`src/rtl/i2c_flag_consts.svh`:
```
// Constants for the transfer status flag block.
// Assumes inclusion by bare name from every file that needs them.
`ifndef I2C_FLAG_CONSTS_SVH
`define I2C_FLAG_CONSTS_SVH

// Register byte offsets
`define OFS_CONTROL_FIRST   8'h00
`define OFS_DATA_HOLD       8'h10
`define OFS_STATUS_FIRST    8'h14
`define OFS_STATUS_SECOND   8'h18

// Control register fields
`define CTL_ON_BIT          0
`define CTL_PEC_EN_BIT      1
`define CTL_STRETCH_OFF_BIT 7
`define CTL_WRITE_MASK      16'h0083
`define CTL_RESET           16'h0000

// First status register fields
`define S0_ARB_LOST         9
`define S0_RX_FULL          6
`define S0_STOP_SEEN        4
`define S0_HDR10_OUT        3
`define S0_BYTE_FIN         2
`define S0_ADDR_DONE        1
`define S0_START_OUT        0

// Second status register fields
`define S1_CHECK_LSB        8
`define S1_CHECK_MSB        15
`define S1_DUAL_MATCH       7
`define S1_HOST_HDR         6
`define S1_DEFAULT_ADDR     5
`define S1_GEN_CALL         4
`define S1_DIR_SEND         2
`define S1_BUS_ACTIVE       1
`define S1_MASTER           0
`define S1_RESET            32'h0000_0000

`define BYTE_RESET          8'h00
`define WORD_RESET          32'h0000_0000

`endif

```
`src/rtl/i2c_flag_pkg.sv`:
```
// Types for the transfer status flag block.
// Assumes nothing beyond a SystemVerilog compiler.
package i2c_flag_pkg;

   typedef struct packed {
      logic        ack;
      logic [31:0] rdata;
      logic        scl_d;
      logic        sda_d;
      logic        stat0_rd;
      logic [15:0] ctl;
      logic [7:0]  rx_hold;
      logic [7:0]  rx_pend;
      logic        rx_holding_full_flag;
      logic        byte_finished_flag;
      logic        stop_seen_flag;
      logic        ten_bit_header_out_flag;
      logic        address_phase_done_flag;
      logic        start_out_flag;
      logic        arbitration_lost_flag;
      logic        dual_match_indicator;
      logic        smbus_host_header_flag;
      logic        smbus_default_addr_flag;
      logic        general_call_seen_flag;
      logic        direction_is_send_flag;
      logic        bus_active_flag;
      logic        master_flag;
   } flag_state_t;

endpackage : i2c_flag_pkg

```
`src/rtl/i2c_transfer_status_flags.sv`:
```
// Status flag logic of an I2C/SMBus controller, Avalon-MM register slave.
// Assumes the controller datapath drives the event inputs on ref_clk_i
// and that the bus pins scl_i and sda_i are asynchronous.
//
// Operation
// - Receive full set on move, cleared on read
// - Data read keeps full when byte pending
// - Stop seen in slave; status then control
// - Header sent in master; status then data
// - Byte finished while stretching and stalled
// - Byte finished cleared: sequence, start/stop, disable
// - Address flag set; cleared reading both statuses
// - Start sent flag; status then data write
// - Check value shown while checking enabled
// - Dual match shows which own address
// - Address kind flags cleared start/stop/disable
// - Host header flag in slave mode
// - Default address flag on reception
// - General call flag on address zero
// - Direction flag, cleared start/stop/disable/arbitration
// - Bus active cleared after stop
// - Master set on start, cleared on stop, disable or arbitration loss
// - Second status read-only, reserved bits zero
// - Arbitration loss sets flag, back to slave
//
// Design decision made here: the Avalon-MM register port.
`timescale 1ns/10ps
`include "i2c_flag_consts.svh"
module i2c_transfer_status_flags
   import i2c_flag_pkg::*;
(
   // Clock and reset
   input  wire logic        ref_clk_i,
   input  wire logic        rstn_i,
   // Avalon-MM slave
   input  wire logic [7:0]  address_i,
   input  wire logic        read_i,
   input  wire logic        write_i,
   input  wire logic [31:0] writedata_i,
   output logic [31:0]      readdata_o,
   output logic             waitrequest_o,
   // Bus pins
   input  wire logic        scl_i,
   input  wire logic        sda_i,
   // Datapath events, master side
   input  wire logic        start_gen_i,
   input  wire logic        stop_gen_i,
   input  wire logic        header10_sent_i,
   input  wire logic        addr_acked_i,
   input  wire logic        arb_lost_i,
   // Datapath events, slave side
   input  wire logic        addr_match_i,
   input  wire logic        addr_match_second_i,
   input  wire logic        gen_call_i,
   input  wire logic        smb_host_i,
   input  wire logic        smb_default_i,
   // Direction
   input  wire logic        dir_valid_i,
   input  wire logic        dir_send_i,
   // Byte movement
   input  wire logic        rx_byte_done_i,
   input  wire logic [7:0]  rx_byte_i,
   input  wire logic        tx_byte_done_i,
   input  wire logic        tx_hold_empty_i,
   input  wire logic [7:0]  pec_value_i,
   // Status outputs
   output logic             peripheral_on_o,
   output logic             pec_enable_o,
   output logic             scl_hold_o,
   output logic             master_mode_o,
   output logic             bus_active_o
);

   flag_state_t s_r;
   flag_state_t s_nxt;
   logic        scl_s;
   logic        sda_s;

   // Pin synchronisers
   sync2 u_sync_scl (
      .ref_clk_i (ref_clk_i),
      .rstn_i    (rstn_i),
      .d_i       (scl_i),
      .q_o       (scl_s)
   );

   sync2 u_sync_sda (
      .ref_clk_i (ref_clk_i),
      .rstn_i    (rstn_i),
      .d_i       (sda_i),
      .q_o       (sda_s)
   );

   logic        req;
   logic        acc;
   logic        acc_rd;
   logic        acc_wr;
   logic        on;
   logic        stretch_on;
   logic        pec_on;
   logic        bus_start;
   logic        bus_stop;
   logic        any_start_stop;
   logic        gen_start_stop;
   logic [31:0] rd_val;
   logic [31:0] stat0;
   logic [31:0] stat1;

   assign req        = read_i | write_i;
   assign acc        = req & s_r.ack;
   assign acc_rd     = acc & read_i;
   assign acc_wr     = acc & write_i;
   assign on         = s_r.ctl[`CTL_ON_BIT];
   assign pec_on     = s_r.ctl[`CTL_PEC_EN_BIT];
   assign stretch_on = ~s_r.ctl[`CTL_STRETCH_OFF_BIT];

   // Start and stop on the bus
   assign bus_start      = s_r.scl_d & scl_s & s_r.sda_d & ~sda_s;
   assign bus_stop       = s_r.scl_d & scl_s & ~s_r.sda_d & sda_s;
   assign any_start_stop = bus_start | bus_stop | start_gen_i | stop_gen_i;
   assign gen_start_stop = start_gen_i | stop_gen_i;

   // Status images
   always_comb begin
      stat0 = `WORD_RESET;
      stat0[`S0_ARB_LOST]  = s_r.arbitration_lost_flag;
      stat0[`S0_RX_FULL]   = s_r.rx_holding_full_flag;
      stat0[`S0_STOP_SEEN] = s_r.stop_seen_flag;
      stat0[`S0_HDR10_OUT] = s_r.ten_bit_header_out_flag;
      stat0[`S0_BYTE_FIN]  = s_r.byte_finished_flag;
      stat0[`S0_ADDR_DONE] = s_r.address_phase_done_flag;
      stat0[`S0_START_OUT] = s_r.start_out_flag;
   end

   always_comb begin
      stat1 = `S1_RESET;
      if (pec_on) begin
         stat1[`S1_CHECK_MSB:`S1_CHECK_LSB] = pec_value_i;
      end
      stat1[`S1_DUAL_MATCH]   = s_r.dual_match_indicator;
      stat1[`S1_HOST_HDR]     = s_r.smbus_host_header_flag;
      stat1[`S1_DEFAULT_ADDR] = s_r.smbus_default_addr_flag;
      stat1[`S1_GEN_CALL]     = s_r.general_call_seen_flag;
      stat1[`S1_DIR_SEND]     = s_r.direction_is_send_flag;
      stat1[`S1_BUS_ACTIVE]   = s_r.bus_active_flag;
      stat1[`S1_MASTER]       = s_r.master_flag;
   end

   // Read mux, unmapped reads as zero
   always_comb begin
      unique case (address_i)
         `OFS_CONTROL_FIRST: rd_val = {16'h0000, s_r.ctl};
         `OFS_DATA_HOLD:     rd_val = {24'h00_0000, s_r.rx_hold};
         `OFS_STATUS_FIRST:  rd_val = stat0;
         `OFS_STATUS_SECOND: rd_val = stat1;
         default:            rd_val = `WORD_RESET;
      endcase
   end

   // Next state
   always_comb begin
      logic rd_data;
      logic wr_data;
      logic wr_ctl;
      logic rd_s0;
      logic rd_s1;
      logic wr_s0;
      logic seq;
      rd_data = acc_rd & (address_i == `OFS_DATA_HOLD);
      wr_data = acc_wr & (address_i == `OFS_DATA_HOLD);
      wr_ctl  = acc_wr & (address_i == `OFS_CONTROL_FIRST);
      rd_s0   = acc_rd & (address_i == `OFS_STATUS_FIRST);
      rd_s1   = acc_rd & (address_i == `OFS_STATUS_SECOND);
      wr_s0   = acc_wr & (address_i == `OFS_STATUS_FIRST);
      seq     = s_r.stat0_rd;
      s_nxt   = s_r;

      // Bus slave: one wait cycle, data stands at the accept edge
      s_nxt.ack = req & ~s_r.ack;
      if (req & ~s_r.ack) begin
         s_nxt.rdata = rd_val;
      end
      if (acc) begin
         s_nxt.stat0_rd = rd_s0;
      end
      if (wr_ctl) begin
         s_nxt.ctl = writedata_i[15:0] & `CTL_WRITE_MASK;
      end

      s_nxt.scl_d = scl_s;
      s_nxt.sda_d = sda_s;

      // Clears first, sets after so that sets win
      if (rd_data) begin
         if (s_r.byte_finished_flag & s_r.rx_holding_full_flag) begin
            s_nxt.rx_hold = s_r.rx_pend;
         end else begin
            s_nxt.rx_holding_full_flag = 1'b0;
         end
      end
      if (seq & wr_ctl) begin
         s_nxt.stop_seen_flag = 1'b0;
      end
      if (seq & wr_data) begin
         s_nxt.ten_bit_header_out_flag = 1'b0;
         s_nxt.start_out_flag          = 1'b0;
      end
      if ((seq & (rd_data | wr_data)) | gen_start_stop | ~on) begin
         s_nxt.byte_finished_flag = 1'b0;
      end
      if (seq & rd_s1) begin
         s_nxt.address_phase_done_flag = 1'b0;
      end
      if (wr_s0 & ~writedata_i[`S0_ARB_LOST]) begin
         s_nxt.arbitration_lost_flag = 1'b0;
      end
      if (any_start_stop | ~on) begin
         s_nxt.dual_match_indicator    = 1'b0;
         s_nxt.smbus_host_header_flag  = 1'b0;
         s_nxt.smbus_default_addr_flag = 1'b0;
         s_nxt.general_call_seen_flag  = 1'b0;
      end
      if (any_start_stop | ~on | arb_lost_i) begin
         s_nxt.direction_is_send_flag = 1'b0;
      end
      if (bus_stop) begin
         s_nxt.bus_active_flag = 1'b0;
      end
      if (bus_stop | stop_gen_i | ~on | arb_lost_i) begin
         s_nxt.master_flag = 1'b0;
      end

      // Receive path into the holding register, and byte finished on transmit
      if (rx_byte_done_i) begin
         if (!s_nxt.rx_holding_full_flag) begin
            s_nxt.rx_hold              = rx_byte_i;
            s_nxt.rx_holding_full_flag = 1'b1;
         end else if (stretch_on) begin
            s_nxt.rx_pend            = rx_byte_i;
            s_nxt.byte_finished_flag = 1'b1;
         end
      end
      if (tx_byte_done_i & tx_hold_empty_i & stretch_on) begin
         s_nxt.byte_finished_flag = 1'b1;
      end

      // Bus and mode events
      if (on) begin
         if (bus_stop & ~s_r.master_flag) begin
            s_nxt.stop_seen_flag = 1'b1;
         end
         if (header10_sent_i & s_r.master_flag) begin
            s_nxt.ten_bit_header_out_flag = 1'b1;
         end
         if ((addr_acked_i & s_r.master_flag) |
             (addr_match_i & ~s_r.master_flag)) begin
            s_nxt.address_phase_done_flag = 1'b1;
         end
         if (addr_match_i & ~s_r.master_flag) begin
            s_nxt.dual_match_indicator = addr_match_second_i;
         end
         if (smb_host_i & ~s_r.master_flag) begin
            s_nxt.smbus_host_header_flag = 1'b1;
         end
         if (smb_default_i) begin
            s_nxt.smbus_default_addr_flag = 1'b1;
         end
         if (gen_call_i) begin
            s_nxt.general_call_seen_flag = 1'b1;
         end
         if (dir_valid_i) begin
            s_nxt.direction_is_send_flag = dir_send_i;
         end
         if (start_gen_i) begin
            s_nxt.start_out_flag = 1'b1;
            s_nxt.master_flag    = 1'b1;
         end
         if (arb_lost_i) begin
            s_nxt.arbitration_lost_flag = 1'b1;
         end
      end
      if (bus_start) begin
         s_nxt.bus_active_flag = 1'b1;
      end
   end

   // State register
   always_ff @(posedge ref_clk_i or negedge rstn_i) begin
      if (!rstn_i) begin
         s_r.ack                     <= 1'b0;
         s_r.rdata                   <= `WORD_RESET;
         s_r.scl_d                   <= 1'b1;
         s_r.sda_d                   <= 1'b1;
         s_r.stat0_rd                <= 1'b0;
         s_r.ctl                     <= `CTL_RESET;
         s_r.rx_hold                 <= `BYTE_RESET;
         s_r.rx_pend                 <= `BYTE_RESET;
         s_r.rx_holding_full_flag    <= 1'b0;
         s_r.byte_finished_flag      <= 1'b0;
         s_r.stop_seen_flag          <= 1'b0;
         s_r.ten_bit_header_out_flag <= 1'b0;
         s_r.address_phase_done_flag <= 1'b0;
         s_r.start_out_flag          <= 1'b0;
         s_r.arbitration_lost_flag   <= 1'b0;
         s_r.dual_match_indicator    <= 1'b0;
         s_r.smbus_host_header_flag  <= 1'b0;
         s_r.smbus_default_addr_flag <= 1'b0;
         s_r.general_call_seen_flag  <= 1'b0;
         s_r.direction_is_send_flag  <= 1'b0;
         s_r.bus_active_flag         <= 1'b0;
         s_r.master_flag             <= 1'b0;
      end else begin
         s_r <= s_nxt;
      end
   end

   // Outputs
   assign waitrequest_o   = req & ~s_r.ack;
   assign readdata_o      = s_r.rdata;
   assign peripheral_on_o = on;
   assign pec_enable_o    = pec_on;
   assign scl_hold_o      = s_r.byte_finished_flag;
   assign master_mode_o   = s_r.master_flag;
   assign bus_active_o    = s_r.bus_active_flag;

endmodule : i2c_transfer_status_flags

```
`src/rtl/sync2.sv`:
```
// Two-stage synchroniser for one level from outside the clock domain.
// Assumes the input may change at any time.
`timescale 1ns/10ps
module sync2 (
   // Clock and reset
   input  wire logic ref_clk_i,
   input  wire logic rstn_i,
   // Level in and out
   input  wire logic d_i,
   output logic      q_o
);
   logic meta_r;

   always_ff @(posedge ref_clk_i or negedge rstn_i) begin
      if (!rstn_i) begin
         meta_r <= 1'b1;
         q_o    <= 1'b1;
      end else begin
         meta_r <= d_i;
         q_o    <= meta_r;
      end
   end
endmodule : sync2

```
`config.mk`:
```
export PLATFORM = sky130hd
export DESIGN_NAME = i2c_transfer_status_flags
export DESIGN_NICKNAME = d
export VERILOG_FILES = /design/src/rtl/i2c_flag_pkg.sv /design/src/rtl/i2c_transfer_status_flags.sv /design/src/rtl/sync2.sv
export VERILOG_INCLUDE_DIRS = /design/src /design/src/rtl
export SDC_FILE = /design/constraint.sdc
export NUM_CORES = 1
export LEC_CHECK = 0
export ABC_CLOCK_PERIOD_IN_PS = 3600
export BUFFER_PORTS_ARGS = -buffer_cell sky130_fd_sc_hd__buf_2
export CORE_MARGIN = 2
export CORE_UTILIZATION = 52
export CTS_CLUSTER_SIZE = 16
export DETAILED_ROUTE_END_ITERATION = 6
export PLACE_DENSITY = 0.88
export SLEW_MARGIN = 15
export SYNTH_ARGS = -nofsm -noshare
export SYNTH_HDL_FRONTEND = slang
export SYNTH_HIERARCHICAL = 1
export SYNTH_SLANG_ARGS = --single-unit
```
`constraint.sdc`:
```
create_clock -name ref_clk_i -period 3.6 [get_ports ref_clk_i]
set_input_delay 0.54 -clock ref_clk_i [delete_from_list [all_inputs] [get_ports ref_clk_i]]
set_output_delay 0.54 -clock ref_clk_i [all_outputs]
set_load 0.05 [all_outputs]
```
==> reports/results.tsv <==
metric	value	unit
status	finished clean	
cts_resized	0	
fin_util	0.6246	
placed_cells	366	
fin_area	0.003231	mm^2
hold_violations	0	
cpMaxStageDelayCell	or4_4	
worstSetupEndpointType	flip-flop	
ys_types	41	
grt_start_max_net_pins	32	
setup_tns	0	ns
synthTopCellsByArea	dfrtp_1 45%, buf_4 8.5%, mux2_2 7.6%	
dr.pass1.iters	5	
cp.arrival	2.57	ns
grt-ovfl-total	0	
critPathMaxFanout	15	
period_share	0.6551	
yosys_warnings	6	
power.share.sequential	0.470	
fp.dieH	77.58	um
p_int	1099	uW
seq_area_frac_synth	0.5093	
combPwrFrac	0.148	
grt_pass1_vias	2004	
worst-setup-path-type	in2reg	
tightestPinTransition	0.6671	ns
place.gp.congestion	0.8492	
leakage	0.001573	uW
port_buffers	70	
insertion_delay	0.33	ns
synthCells	249	
p_total	1509	uW
wl_per_cell	15.38	um
cts_tree	built	
ioPinCount	115	
antenna_found_initial	0	
swShare	0.2716	
final-setup-viol-count	0	
htreeDepth	3	
die_area	0.006019	mm^2
cts.sinks	57	
ant_nets	0	
timing.max_cap.violations	0	
ir_worst_vdd	0.0003468	V
ys_ff_latch	57	
fmax	424.0	MHz
drt_iter0_drc	160	
cts-buffers-inserted	9	
initial_core_util	0.5443	
p_clk_frac	0.382	
fin_crit	2.358	ns
regArea	0.001434	mm^2
wl	5.877	mm
crit_family	simple AND/OR/NAND/NOR gates	
crit_buf_inv	1	
synthArstFlopShare	1.000	
instances_no_fill	382	
area_growth	14.76	%
maxSlewHeadroom	0.5553	
clk_pin_slew	0.06	ns
critPathMaxStageDelay	0.54	ns
vias_per_cell	5.353	
cp.required	3.81	ns
drcViolationCount	0	
powerDensity	467.1	mW/mm^2
hp-class	in2async	
track_usage	0.2099	
rsz0062_at_grt	false	
clock_skew	0.006203	ns
drv_slew	0	
root_buffer	clkbuf_8	
die_w	77.58	um
multi_input_area	0.001136	mm^2
syn_avg_cell_area	11.31	um^2
place_area	0.003042	mm^2
vias	2045	
cp-start-kind	primary input	
rows	26	
ys.flop_type	dfrtp_1	
clk_path_buf_depth	2	
p_switching	409.9	uW
synth_edf_count	0	
hpwl	4.321	mm
yosysTopAreaCell	dfrtp_1	
post_cts_buffers	0	
core_area	0.005172	mm^2
netlist_area	0.002815	mm^2
hold_buffers	0	
synth_top_area_share	0.4533	
nFillCells	408	
nets	384	
worstPathCellList	buf_2, or4_4, o41ai_1, or3b_2, mux2_2	
drive_gt1_frac	0.4006	
grt_pass1_wl	9.756	mm
diodes	0	
power groups by stage:
stage	Clock (uW)	Sequential (uW)	Combinational [uW]
6_report	577	709	223
5_1_grt	619	712	242
4_1_cts	589	709	224
3_5_place_dp	0	719	223
3_3_place_gp	0	717	218
2_1_floorplan	0	722	162
per-layer routing:
layer	global-route usage	vias to the layer above	routed length, um
li1	-	963	-
met1	0.2838	961	2684
met2	0.3147	111	2664
met3	0.07558	10	447
met4	0.06964	0	81
met5	0	-	0
placed cells by master, fill, tap and decap left out, types with 3 or more instances in the layout:
cell,n
a21oi_1,11
clkbuf_8,10
nor4_1,3
dfrtp_1,51
o41ai_1,3
buf_4,3
inv_1,3
dfstp_2,6
a22oi_1,3
conb_1,16
clkbuf_1,3
nor2_1,13
nand2_1,27
buf_2,70
o31ai_1,5
nor3b_1,3
o21ai_0,6
mux2i_1,6
mux2_4,8
a22o_1,11
nand3_1,5
mux2_2,19
path summary, 6_finish.rpt:
| check | from | endpoint | slack (ns) | cells past startpoint |
|---|---|---|---|---|
| max in group asynchronous | rstn_i | s_r[47] | 2.52 | 2 |
| min reg2reg | u_sync_sda/meta_r | u_sync_sda/q_o | 0.36 | 0 |
| max | address_i[2] | s_r[16] | 1.24 | 5 |
| min | rstn_i | s_r[26] | 0.24 | 1 |
| max reg2reg | s_r[81] | s_r[22] | 1.73 | 4 |
| min in group ref_clk_i | scl_i | u_sync_scl/meta_r | 0.30 | 1 |
kinds of logic (layout without fill, tap and decap cells):
kind of cell | Yosys count | count (layout) | synth area share
xor+xnor | 1 | 1 | 0.003112
flops | 57 | 57 | 0.5093
simple gates | 67 | 67 | 0.1227
other cells | 1 | 16 | 0.001332
mux | 33 | 33 | 0.1400
buf+inv | 44 | 92 | 0.1071
compound gates | 46 | 46 | 0.1164
layout make-up:
type / count / area share
timing repair buffer: 73 / 0.1154
inverter: 3 / 0.003486
sequential: 57 / 0.4438
multi-input combinational: 163 / 0.3517
tap: 70 / 0.02711
clock buffer: 13 / 0.04609
clock inverter: 3 / 0.01239
per-stage QoR:
stage | hold slack (ns) | setup WS, ns
6_report | 0.2396 | 1.242
3_5_place_dp | 0.3472 | 0.8854
5_1_grt | 0.2911 | 1.140
4_1_cts | 0.2462 | 1.237
3_3_place_gp | 0.3460 | 0.9475
2_1_floorplan | 0.2444 | 1.160
state kept, by name, indices dropped and copies added (netlist names):
signal,flops
bus_active_o,1
master_mode_o,1
pec_enable_o,1
peripheral_on_o,1
readdata_o,16
s_r,32
scl_hold_o,1
u_sync_scl/meta_r,1
u_sync_scl/q_o,1
u_sync_sda/meta_r,1
u_sync_sda/q_o,1
cell usage after synthesis (all sizes together), types with 4 or more instances:
| library cell | n |
|---|---|
| o21ai | 6 |
| mux2 | 27 |
| nand3 | 5 |
| a21oi | 11 |
| o31ai | 5 |
| mux2i | 6 |
| a22o | 11 |
| dfstp | 6 |
| or4 | 4 |
| nor2 | 13 |
| buf | 36 |
| dfrtp | 51 |
| clkbuf | 5 |
| nand2 | 27 |
No activity file was read; power rests on OpenSTA's default activity.
